`src/core/cdrp_defs.svh`:
```
// constants for the codec dma request port
// ---------------------------------------------------------------
// Overview of operation
// - playback dma runs only with playback enabled and polled io off
// - capture dma runs only with capture enabled and polled io off
// - device raises request, host answers with low ack, byte moves
// - acked cycles ignore index address and use direction sample register
// - dma bytes delimited by strobes alone, chip select ignored
// - request may rise anytime, then holds until acked cycle
// - request drops after last strobe falling edge of a whole sample
// - clearing an enable aborts that direction, capture sample finishes; code also finishes an open playback sample
// - single channel mode carries both directions on playback pair
// - single mode: capture request low, capture ack ignored
// - single mode direction follows enables, both set means playback
// - enable changes accepted anytime without mode change state
// - writing upper base count loads the 16-bit current counter
// - current counter unreadable, base bytes read back as written
// - counter decrements per sample, interrupt set on underflow
// - status flag mirrors interrupt, pin high only when enabled
// - init after both pins high, about 512 ms, writes ignored, reads 80h
// - after init registers take defaults and mode change state is set
// - clock select: extended mode, mode change, write, poll, clear
// - power-off or reset pin low stops interface and floats data
// - samples move low byte first, left before right
// ---------------------------------------------------------------
`ifndef CDRP_DEFS_SVH
`define CDRP_DEFS_SVH

// register offsets
`define CDRP_REG_CTRL     4'h0
`define CDRP_REG_STATUS   4'h1
`define CDRP_REG_BASE_LO  4'h2
`define CDRP_REG_BASE_HI  4'h3
`define CDRP_REG_INDEX    4'h4
`define CDRP_REG_CLKSEL   4'h5

// control field positions
`define CDRP_CTL_PEN      0
`define CDRP_CTL_CEN      1
`define CDRP_CTL_PLAYBACK_POLLED_IO     2
`define CDRP_CTL_CAPTURE_POLLED_IO     3
`define CDRP_CTL_SDC      4
`define CDRP_CTL_IEN      5
`define CDRP_CTL_MCE      6
`define CDRP_CTL_EXTENDED_MODE_SEL    7

// reset values
`define CDRP_CTRL_RST     8'h40
`define CDRP_BUSY_VALUE   8'h80
`define CDRP_FMT_RST      2'h0

// timing
`define CDRP_INIT_MS      512
`define CDRP_CLK_HZ       50000000

`endif

```
`src/core/cdrp_pkg.sv`:
```
// types for the codec dma request port
package cdrp_pkg;
    typedef enum logic [1:0] {
        CDRP_FMT_8M  = 2'b00,
        CDRP_FMT_8S  = 2'b01,
        CDRP_FMT_16M = 2'b10,
        CDRP_FMT_16S = 2'b11
    } cdrp_fmt_t;

    typedef enum logic [1:0] {
        CDRP_ST_OFF  = 2'b00,
        CDRP_ST_INIT = 2'b01,
        CDRP_ST_RUN  = 2'b10
    } cdrp_state_t;
endpackage : cdrp_pkg

```
`src/core/cdrp_dma_port.sv`:
```
// codec dma request and acknowledge logic with sample countdown
//
// The address-and-strobe port and the address map were decided locally.
`timescale 1ns/1ps
`include "cdrp_defs.svh"

module cdrp_dma_port #(
    parameter int unsigned INIT_CYCLES = (`CDRP_CLK_HZ / 1000) * `CDRP_INIT_MS
) (
    input  wire logic             sys_clk,
    input  wire logic             rstn,
    input  wire logic             clkEn,
    // register port
    input  wire logic [3:0]       regAddr,
    input  wire logic [7:0]       regWrData,
    input  wire logic             regWr,
    input  wire logic             regRd,
    output logic      [7:0]       regRdData,
    // hardware power pins
    input  wire logic             powerOffNPin,
    input  wire logic             resetNPin,
    // format and sample sources
    input  wire cdrp_pkg::cdrp_fmt_t dataFormat,
    input  wire logic             playNeed,
    input  wire logic             captureReady,
    input  wire logic [7:0]       captureByte,
    // host dma pins
    input  wire logic             captureAckN,
    input  wire logic             playbackAckN,
    input  wire logic             hostRdN,
    input  wire logic             hostWrN,
    input  wire logic             chipSelN,
    input  wire logic [1:0]       indexAddrLines,
    input  wire logic [7:0]       dataIn,
    output logic      [7:0]       dataOut,
    output logic                  dataOe,
    output logic                  captureRequestLine,
    output logic                  playbackRequestLine,
    output logic                  irqPin,
    output logic      [7:0]       playByte,
    output logic                  playByteValid,
    output logic                  captureByteTaken
);
    import cdrp_pkg::*;

    localparam int unsigned INIT_W = $clog2(INIT_CYCLES + 1);

    // ---------------------------------------------------------------
    // reset release
    // ---------------------------------------------------------------
    logic rstSync1, rstnSync;

    // two-stage release of the async reset
    always_ff @(posedge sys_clk or negedge rstn) begin
        if (!rstn) begin
            rstSync1 <= 1'b0;
            rstnSync <= 1'b0;
        end else begin
            rstSync1 <= 1'b1;
            rstnSync <= rstSync1;
        end
    end

    // ---------------------------------------------------------------
    // state and registers
    // ---------------------------------------------------------------
    cdrp_state_t      state_r;
    logic [INIT_W-1:0] initCnt_r;
    logic [7:0]       ctrl_r;
    logic [7:0]       baseLo_r, baseHi_r;
    logic [2:0]       clkSel_r;
    logic [15:0]      curCount_r;
    logic             irqFlag_r;
    logic [1:0]       byteCnt_r;
    logic             busyDir_r;      // 1 = last acked byte was capture
    logic             inSample_r;
    logic             ackSeen_r;
    logic             strobePrev_r;
    logic             shareCap_r;     // shared channel carries capture

    wire pinsUp   = powerOffNPin & resetNPin;
    wire running  = (state_r == CDRP_ST_RUN);
    wire playback_enable      = ctrl_r[`CDRP_CTL_PEN];
    wire capture_enable      = ctrl_r[`CDRP_CTL_CEN];
    wire single_channel_sel      = ctrl_r[`CDRP_CTL_SDC];
    wire playDma  = playback_enable & ~ctrl_r[`CDRP_CTL_PLAYBACK_POLLED_IO];
    wire capDma   = capture_enable & ~ctrl_r[`CDRP_CTL_CAPTURE_POLLED_IO];
    // single channel direction, playback wins when both set
    wire sdcCapNow = single_channel_sel & capDma & ~playback_enable;
    // direction frozen from request to sample end, so an abort still finishes
    wire shareHeld = playbackRequestLine | inSample_r;
    wire sdcCap    = shareHeld ? shareCap_r : sdcCapNow;
    // effective acknowledges; capture ack ignored in single mode
    wire capAck   = single_channel_sel ? (~playbackAckN & sdcCap) : ~captureAckN;
    wire playAck  = ~playbackAckN & ~(single_channel_sel & sdcCap);
    wire anyAck   = running & (capAck | playAck);
    wire strobe   = ~hostRdN | ~hostWrN;
    wire strobeFall = strobe & ~strobePrev_r;
    logic [1:0] lastByte;

    // bytes per sample from the format
    always_comb begin
        case (dataFormat)
            CDRP_FMT_8M:  lastByte = 2'd0;
            CDRP_FMT_8S:  lastByte = 2'd1;
            CDRP_FMT_16M: lastByte = 2'd1;
            default:      lastByte = 2'd3;
        endcase
    end

    wire sampleEnd = anyAck & strobeFall & (byteCnt_r == lastByte);

    // shared channel direction, held while a request or sample is open
    always_ff @(posedge sys_clk or negedge rstnSync) begin
        if (!rstnSync) begin
            shareCap_r <= 1'b0;
        end else if (clkEn) begin
            shareCap_r <= sdcCap;
        end
    end

    // init sequencer; power pins low hold the block off
    always_ff @(posedge sys_clk or negedge rstnSync) begin
        if (!rstnSync) begin
            state_r   <= CDRP_ST_OFF;
            initCnt_r <= '0;
        end else if (clkEn) begin
            if (!pinsUp) begin
                state_r   <= CDRP_ST_OFF;
                initCnt_r <= '0;
            end else begin
                case (state_r)
                    CDRP_ST_OFF: state_r <= CDRP_ST_INIT;
                    CDRP_ST_INIT: begin
                        if (initCnt_r == INIT_W'(INIT_CYCLES - 1)) begin
                            state_r <= CDRP_ST_RUN;
                        end else begin
                            initCnt_r <= initCnt_r + 1'b1;
                        end
                    end
                    CDRP_ST_RUN: state_r <= CDRP_ST_RUN;
                    default:     state_r <= CDRP_ST_OFF;
                endcase
            end
        end
    end

    wire wrOk = running & regWr;

    // control and clock select; defaults on each init
    always_ff @(posedge sys_clk or negedge rstnSync) begin
        if (!rstnSync) begin
            ctrl_r   <= `CDRP_CTRL_RST;
            clkSel_r <= 3'h0;
        end else if (clkEn) begin
            if (!running) begin
                ctrl_r   <= `CDRP_CTRL_RST;
                clkSel_r <= 3'h0;
            end else if (wrOk && regAddr == `CDRP_REG_CTRL) begin
                ctrl_r <= regWrData;
            end else if (wrOk && regAddr == `CDRP_REG_CLKSEL
                         && ctrl_r[`CDRP_CTL_MCE] && ctrl_r[`CDRP_CTL_EXTENDED_MODE_SEL]) begin
                clkSel_r <= regWrData[2:0];
            end
        end
    end

    // base bytes, counter and interrupt
    always_ff @(posedge sys_clk or negedge rstnSync) begin
        if (!rstnSync) begin
            baseLo_r   <= 8'h00;
            baseHi_r   <= 8'h00;
            curCount_r <= 16'h0000;
            irqFlag_r  <= 1'b0;
        end else if (clkEn) begin
            if (!running) begin
                baseLo_r   <= 8'h00;
                baseHi_r   <= 8'h00;
                curCount_r <= 16'h0000;
                irqFlag_r  <= 1'b0;
            end else begin
                if (wrOk && regAddr == `CDRP_REG_BASE_LO) begin
                    baseLo_r <= regWrData;
                end
                if (wrOk && regAddr == `CDRP_REG_BASE_HI) begin
                    baseHi_r   <= regWrData;
                    curCount_r <= {regWrData, baseLo_r};
                end else if (sampleEnd) begin
                    curCount_r <= curCount_r - 16'h0001;
                end
                // set wins over a software clear of the flag
                if (sampleEnd && curCount_r == 16'h0000) begin
                    irqFlag_r <= 1'b1;
                end else if (wrOk && regAddr == `CDRP_REG_STATUS) begin
                    irqFlag_r <= 1'b0;
                end
            end
        end
    end

    // byte sequencing within a sample, low byte first
    always_ff @(posedge sys_clk or negedge rstnSync) begin
        if (!rstnSync) begin
            byteCnt_r    <= 2'd0;
            strobePrev_r <= 1'b0;
            busyDir_r    <= 1'b0;
            inSample_r   <= 1'b0;
        end else if (clkEn) begin
            strobePrev_r <= strobe;
            if (!running) begin
                byteCnt_r  <= 2'd0;
                inSample_r <= 1'b0;
            end else if (anyAck && strobeFall) begin
                inSample_r <= ~sampleEnd;
                busyDir_r  <= capAck;
                byteCnt_r  <= sampleEnd ? 2'd0 : byteCnt_r + 2'd1;
            end
        end
    end

    // request lines: hold until whole sample done
    always_ff @(posedge sys_clk or negedge rstnSync) begin
        if (!rstnSync) begin
            captureRequestLine  <= 1'b0;
            playbackRequestLine <= 1'b0;
            ackSeen_r           <= 1'b0;
        end else if (clkEn) begin
            ackSeen_r <= anyAck;
            if (!running) begin
                captureRequestLine  <= 1'b0;
                playbackRequestLine <= 1'b0;
            end else if (sampleEnd) begin
                captureRequestLine  <= 1'b0;
                playbackRequestLine <= 1'b0;
            end else begin
                // raise when enabled; a raised line stays up even after abort
                if (!single_channel_sel && capDma && captureReady) begin
                    captureRequestLine <= 1'b1;
                end else if (single_channel_sel) begin
                    captureRequestLine <= 1'b0;
                end
                if ((single_channel_sel ? (sdcCap ? captureReady : playDma & playNeed)
                         : playDma & playNeed)) begin
                    playbackRequestLine <= 1'b1;
                end
            end
        end
    end

    // data path: ack alone selects the sample register
    always_ff @(posedge sys_clk or negedge rstnSync) begin
        if (!rstnSync) begin
            dataOut          <= 8'h00;
            dataOe           <= 1'b0;
            playByte         <= 8'h00;
            playByteValid    <= 1'b0;
            captureByteTaken <= 1'b0;
        end else if (clkEn) begin
            playByteValid    <= 1'b0;
            captureByteTaken <= 1'b0;
            if (!pinsUp) begin
                dataOe <= 1'b0;
            end else if (anyAck && capAck && !hostRdN) begin
                dataOut <= captureByte;
                dataOe  <= 1'b1;
                if (strobeFall) begin
                    captureByteTaken <= 1'b1;
                end
            end else begin
                dataOe <= 1'b0;
                if (anyAck && playAck && !hostWrN && strobeFall) begin
                    playByte      <= dataIn;
                    playByteValid <= 1'b1;
                end
            end
        end
    end

    // register readback and interrupt pin
    always_ff @(posedge sys_clk or negedge rstnSync) begin
        if (!rstnSync) begin
            regRdData <= 8'h00;
            irqPin    <= 1'b0;
        end else if (clkEn) begin
            irqPin <= irqFlag_r & ctrl_r[`CDRP_CTL_IEN];
            if (!regRd) begin
                regRdData <= 8'h00;
            end else if (!running) begin
                regRdData <= `CDRP_BUSY_VALUE;
            end else begin
                case (regAddr)
                    `CDRP_REG_CTRL:    regRdData <= ctrl_r;
                    `CDRP_REG_STATUS:  regRdData <= {6'h00, inSample_r, irqFlag_r};
                    `CDRP_REG_BASE_LO: regRdData <= baseLo_r;
                    `CDRP_REG_BASE_HI: regRdData <= baseHi_r;
                    `CDRP_REG_INDEX:   regRdData <= {6'h00, busyDir_r, ackSeen_r};
                    `CDRP_REG_CLKSEL:  regRdData <= {5'h00, clkSel_r};
                    default:           regRdData <= 8'h00;
                endcase
            end
        end
    end

    // chip select and index lines play no part in dma
    wire unusedPins = chipSelN ^ ^indexAddrLines;
endmodule : cdrp_dma_port

```
`config.mk`:
```
export PLATFORM = sky130hd
export DESIGN_NAME = cdrp_dma_port
export DESIGN_NICKNAME = d
export VERILOG_FILES = /design/src/core/cdrp_pkg.sv /design/src/core/cdrp_dma_port.sv
export VERILOG_INCLUDE_DIRS = /design/src /design/src/core
export SDC_FILE = /design/constraint.sdc
export NUM_CORES = 1
export LEC_CHECK = 0
export BUFFER_PORTS_ARGS = -buffer_cell sky130_fd_sc_hd__buf_2
export CELL_PAD_IN_SITES_DETAIL_PLACEMENT = 1
export CELL_PAD_IN_SITES_GLOBAL_PLACEMENT = 1
export CORE_MARGIN = 10
export CORE_UTILIZATION = 44
export DETAILED_ROUTE_END_ITERATION = 7
export GPL_TIMING_DRIVEN = 0
export PLACE_DENSITY = 0.91
export SYNTH_ARGS = -nofsm -noshare
export SYNTH_HDL_FRONTEND = slang
export SYNTH_SLANG_ARGS = --single-unit
export TNS_END_PERCENT = 5
```
`constraint.sdc`:
```
create_clock -name sys_clk -period 3.7 [get_ports sys_clk]
set_clock_uncertainty 0.05 [all_clocks]
set_input_delay 0.185 -clock sys_clk [delete_from_list [all_inputs] [get_ports sys_clk]]
set_output_delay 0.185 -clock sys_clk [all_outputs]
set_load 0.005 [all_outputs]
```
# == After elaboration in Yosys (flattened, before gate mapping) ==
# Cells that the tools add are included.
# totals
regBits,110
in_bits,46
elab_cells,168
# op_classes
add_sub_neg,3
eq_ne,24
mux,49
bitwise,29
n_reduce_logical,38
# op_table
operator,count
$mux 25,3
$mux 8,8
$mux 16,3
$pmux 8 s6,1
$add 25x1->25 const B,1
$eq 25x25->1 const B,1
$mux 1,24
$reduce_and 2->1,9
$logic_and 1x1->1,16
$logic_not 16->1,1
$sub 16x1->16 const B,1
$and 1x1->1,15
$ne 2x1->1 const B,6
$reduce_and 3->1,4
$not 1->1,11
$mux 2,5
$mux 3,3
$ne 3x1->1 const B,3
$eq 4x2->1 const B,2
$eq 4x3->1 const B,2
$pmux 2 s3,1
$eq 2x1->1 const B,2
$eq 2x2->1 const B,2
$eq 4x1->1 const B,1
other kinds (12),18

# == Longest topological paths before layout ==
# depth
depth_word,16
depth_mapped,9

# == Worst setup path after synthesis ==
# Ideal clock, no wire load.
# synth_path
path_kind,register to register
from,reg state_r[1]
to,reg initCnt_r[19]
setup_ns,0.080
arrival_time_ns,1.982
required_ns,3.570
slack_ns,1.589
stages_incl_launch_ff,9
period_less_slack_ns,2.111
path_cell_list,dfrtp_1 > inv_1 > ha_1 > nand2_1 > a211o_1 > a311o_1 > buf_6 > or4_1 > a21oi_1
# synth_via
elab_chain_cells,3
# synth_rtl
item,line,text
start: declaration,cdrp_dma_port.sv:67,cdrp_state_t state_r;
start signal: assignment,cdrp_dma_port.sv:125,state_r <= CDRP_ST_OFF;
start signal: assignment,cdrp_dma_port.sv:129,state_r <= CDRP_ST_OFF;
start signal: assignment,cdrp_dma_port.sv:133,CDRP_ST_OFF: state_r <= CDRP_ST_INIT;
$eq 2x1->1,cdrp_dma_port.sv:132,case (state_r)
$ne 2x1->1 (no source line),--,
$reduce_and 3->1 (no source line),--,
end signal: assignment,cdrp_dma_port.sv:138,initCnt_r <= initCnt_r + 1'b1;
end: declaration,cdrp_dma_port.sv:68,logic [INIT_W-1:0] initCnt_r;
# Every way passes these cells.
# A chain may end at the register's enable or synchronous reset.

# == Worst setup path in the final report ==
# layout_path
from,reg state_r[0]
to,reg curCount_r[7]
# layout_via
elab_chain_cells,6
elab_cells_between_ends,10
cone_classes,eq/ne (2); mux (2); bitwise (4); reduce/logical (2)
# layout_rtl
item,line,text
$eq 2x2->1 *,cdrp_dma_port.sv:82,wire running = (state_r == CDRP_ST_RUN);
$and 1x1->1,cdrp_dma_port.sv:96,wire anyAck = running & (capAck | playAck);
$and 1x1->1 (2 in a row),cdrp_dma_port.sv:111,wire sampleEnd = anyAck & strobeFall & (byteCnt_r == lastByte);
$ne 3x1->1 (no source line),--,
$reduce_and 2->1 (no source line),--,
end signal: assignment,cdrp_dma_port.sv:187,"curCount_r <= {regWrData, baseLo_r};"
end signal: assignment,cdrp_dma_port.sv:189,curCount_r <= curCount_r - 16'h0001;
end: declaration,cdrp_dma_port.sv:72,logic [15:0] curCount_r;
# Mark *: on every way between the ends. The rest lies on a longest branch, timed or not.

==> impl_results.md <==
- Most frequent cells in the layout: 108 x dfrtp_1, 71 x nand2_1, 71 x buf_2, 62 x o21ai_0, 51 x nor2_1
- FMAX: 359 MHz
- Gate power share: 14.6%
- Gpl congestion: 0.886
- Util after Layout: 52.1%
- CTS root buffer: clkbuf_16
- Gr ovfl total: 0
- Initial Util: 44.6%
- Die height: 133 um
- RSZ-0062 raised after global routing: false
- Cell area after synthesis: 5590 um2
- Area of the multi-input gates: 2630 um2
- Post-synth EDFFs: 0
- Antenna Nets Post-Route: 0
- CTS H-tree depth: 3
- Crit-path slowest cell: nor3_1
- HP Class: in -> reg
- Syn nets: 637
- Reg-to-reg startpoint: state_r[0]
- Critical Path End Type: flop
- Post-synthesis mux area share: 6.38%
- Crit path cell chain: inv_1 > ha_1 > clkbuf_1 > inv_1 > nor3_1 > mux2i_1 > o22ai_1 > a22o_1
- # diodes: 0
- Simple-gate portion of the synthesized area: 19.5%
- Max transition margin: 34.0%
- WL per Instance: 21.5 um
- Worst slack at placement: 0.995 ns
- WP data arrival: 2.99 ns
- Pwr dens: 399 nW/um2
- Ports: 76
- Pin count of the biggest net entering global routing: 63
- VDD IR-drop max: 0.000301 V
- Max-Cap Viols: 0
- Die Wd: 133 um
- Crit-path max FO: 9
- Post-Layout Cell Count: 850
- DRT iter0 DRCs: 335
- Crit share post-route: 75.3%
- Clk buf depth: 2
- RR Endpoint: curCount_r[7]
- Gr usage total: 20.3%
- Net Sw Power: 758 uW
- Final setup margin: 0.914 ns
- Hold Path Depth: 2
- Die Footprint: 17600 um2
- Setup bufs post-CTS: 0
- Buffers on Ports: 68
- HPWL after DPL: 13.1 mm
- Core area: 12500 um2
- Async S/R FF share, synth: 100%
- Global-route wire length before repair: 29.2 mm
- Ys flop type: dfrtp_1
- Area Overhead vs Synth: 16.8%
- Final setup viols: 0
- Synth Area in XOR/XNOR: 1.72%
- Min-delay src: captureByte[3]
- Hold Fails Final Rpt: 0
- Most common cell on crit path: inv_1
- Tmin final: 2.79 ns
- Most common cell after layout, fill and taps aside: dfrtp_1
- CTS tree: built
- Largest family of logic cells by synthesized area: simple AND/OR/NAND/NOR gates
- Cts hold-fix bufs: 6
- Worst hold endpoint: dataOut[3]
- Num CTS Buffers: 9
- Clk Latency, worst-skew pair: 0.36 ns
- Internal Power: 1850 uW
- Startpoint types: flop
- Seq/Total Area, Yosys: 49.3%
- Share of cells above drive strength 1: 18.7%
- Worst-margin pin slew: 0.982 ns
- Adder-Cell Fraction of Synth Area: 1.12%
- Switching Share: 29.1%
- Vias post-DR: 5093
- Placed cells: 827
- Drt first pass iters: 5
- Initial antenna violation count: 0
- Post-synthesis compound-gate area fraction: 18.3%
- Clock power frac: 36.4%
- Row Count: 41
- CP required: 3.90 ns
- Crit path kind: reg -> reg
- R2R depth: 8
- Fin. max-slew vios: 0
- R2R setup slack: 0.91 ns
- Seq cells post-synth: 110
- FF/Latch Area: 2760 um2
- Status: complete, no violations
- Post-synthesis cell type count: 69
- # clock sinks: 110
- Pleak: 0.00297 uW
- Synth warn: 0
- Routed vias/inst: 5.99
- Fillers: 1499
- CTS resizes: 0
- Final WL: 18.2 mm
- Avg Cell Area, Syn: 9.53 um2
- Max incr delay on CP: 0.83 ns
- DRC viols: 0
- Nets: 724
- Vias in the first global route: 5603
- Sequential Power Share: 49.1%
- Clk slew on worst S/H paths: 0.08 ns
- Syn Inst Count: 586
## sequential cells by signal (all words and copies together) (netlist names), 2 cells and up
signal      cells
baseHi_r        8
clkSel_r        3
regRdData       8
state_r         2
baseLo_r        8
playByte        8
ctrl_r          8
initCnt_r      25
dataOut         8
curCount_r     16
byteCnt_r       2
## through the flow
stage / hold slack, ns / power (uW) / instance area [um2] / TNS (ns)
5_1_grt: 0.00605 / 2720 / 6520 / 0
6_report: 0.00701 / 2600 / 6520 / 0
3_3_place_gp: -0.0790 / 1630 / 6140 / -91.78
4_1_cts: 0.00507 / 2610 / 6510 / 0
3_5_place_dp: -0.0749 / 1670 / 6170 / 0
2_1_floorplan: -0.161 / 1530 / 5590 / 0
## how the worst max path moves through the flow
stage	cells past startpoint	to	startpoint
6_report	8	curCount_r[7]	state_r[0]
5_1_grt	8	curCount_r[7]	state_r[0]
4_1_cts	8	curCount_r[7]	state_r[0]
3_5_place_dp	7	curCount_r[12]	regAddr[3]
3_3_place_gp	0	initCnt_r[17]	rstnSync
2_1_floorplan	0	ackSeen_r	rstnSync
## final cells by class
class,instances,share of cell area [%]
well taps,172,3.30
clock inverters,7,0.844
multi-input cells,427,40.3
flip-flops and latches,110,42.3
repair buffers,76,6.71
plain buffers,30,2.01
inverters,19,1.09
clock buffers,9,3.45
## power by group through the flow
stage / clock network, uW / logic [uW] / registers [uW]
after floorplan: 0 / 235 / 1290
after global placement: 0 / 328 / 1310
after detailed placement: 0 / 366 / 1300
after global routing: 1020 / 419 / 1280
final: 947 / 379 / 1280
after CTS: 960 / 374 / 1280
## cells by family (layout without fill, tap and decap cells)
kind of cell / after synthesis / count (layout)
and+or+nand+nor: 218 / 218
AOI/OAI and AO/OA: 159 / 159
DFF: 110 / 110
buffers and inverters: 49 / 141
muxes: 33 / 33
xor gates and xnor gates: 11 / 11
adders and majority gates: 5 / 5
other: 1 / 1
## routing by layer
layer  up-vias  track usage, %  wire (um)
met4         0            7.09        499
met2       146            37.2       9620
met3        44            4.50        878
li1       2304               -          -
met1      2599            22.6       7250
met5         -               0          0
## critical path: cells and delay by family, from the launching register on
family	cells	cell delay (ns)
compound gates	2	0.32
fa+ha+maj	1	0.16
buf+inv	3	0.62
flops	1	0.40
mux	1	0.28
simple gates	1	0.83
## cells in the mapped netlist, types with 2 or more instances
| library cell | instances | area [um2] |
|---|---|---|
| o22a_1 | 2 | 17.5 |
| o41ai_1 | 2 | 17.5 |
| dfrtp_1 | 109 | 2730 |
| nand2_1 | 71 | 267 |
| buf_1 | 2 | 7.51 |
| nand4b_1 | 2 | 17.5 |
| nand3b_1 | 2 | 15.0 |
| o21ai_0 | 62 | 310 |
| o2111ai_1 | 5 | 43.8 |
| and4_1 | 2 | 17.5 |
| buf_6 | 2 | 22.5 |
| a31o_2 | 2 | 17.5 |
| a22o_1 | 2 | 17.5 |
| a211oi_1 | 4 | 30.0 |
| xnor2_1 | 4 | 35.0 |
| nor3_1 | 14 | 70.1 |
| and3_1 | 6 | 37.5 |
| a41o_1 | 2 | 20.0 |
| or4_1 | 7 | 52.6 |
| o2bb2ai_1 | 13 | 114 |
| or4_4 | 2 | 22.5 |
| a32o_1 | 3 | 30.0 |
| nor4_1 | 2 | 12.5 |
| or2_2 | 4 | 25.0 |
| o22ai_1 | 2 | 12.5 |
| a21o_1 | 3 | 22.5 |
| mux2_2 | 21 | 236 |
| nand3_1 | 23 | 115 |
| nor4b_1 | 2 | 17.5 |
| a31oi_1 | 13 | 81.3 |
| nor2_1 | 51 | 191 |
| buf_2 | 3 | 15.0 |
| xor2_1 | 7 | 61.3 |
| a22oi_1 | 2 | 15.0 |
| inv_1 | 18 | 67.6 |
| mux2i_1 | 12 | 120 |
| o31ai_1 | 3 | 22.5 |
| nand4_1 | 7 | 43.8 |
| nor3b_1 | 4 | 30.0 |
| or3_1 | 8 | 50.1 |
| clkbuf_1 | 23 | 86.3 |
| ha_1 | 5 | 62.6 |
| a21oi_1 | 27 | 135 |
No activity file was read; power rests on OpenSTA's default activity.
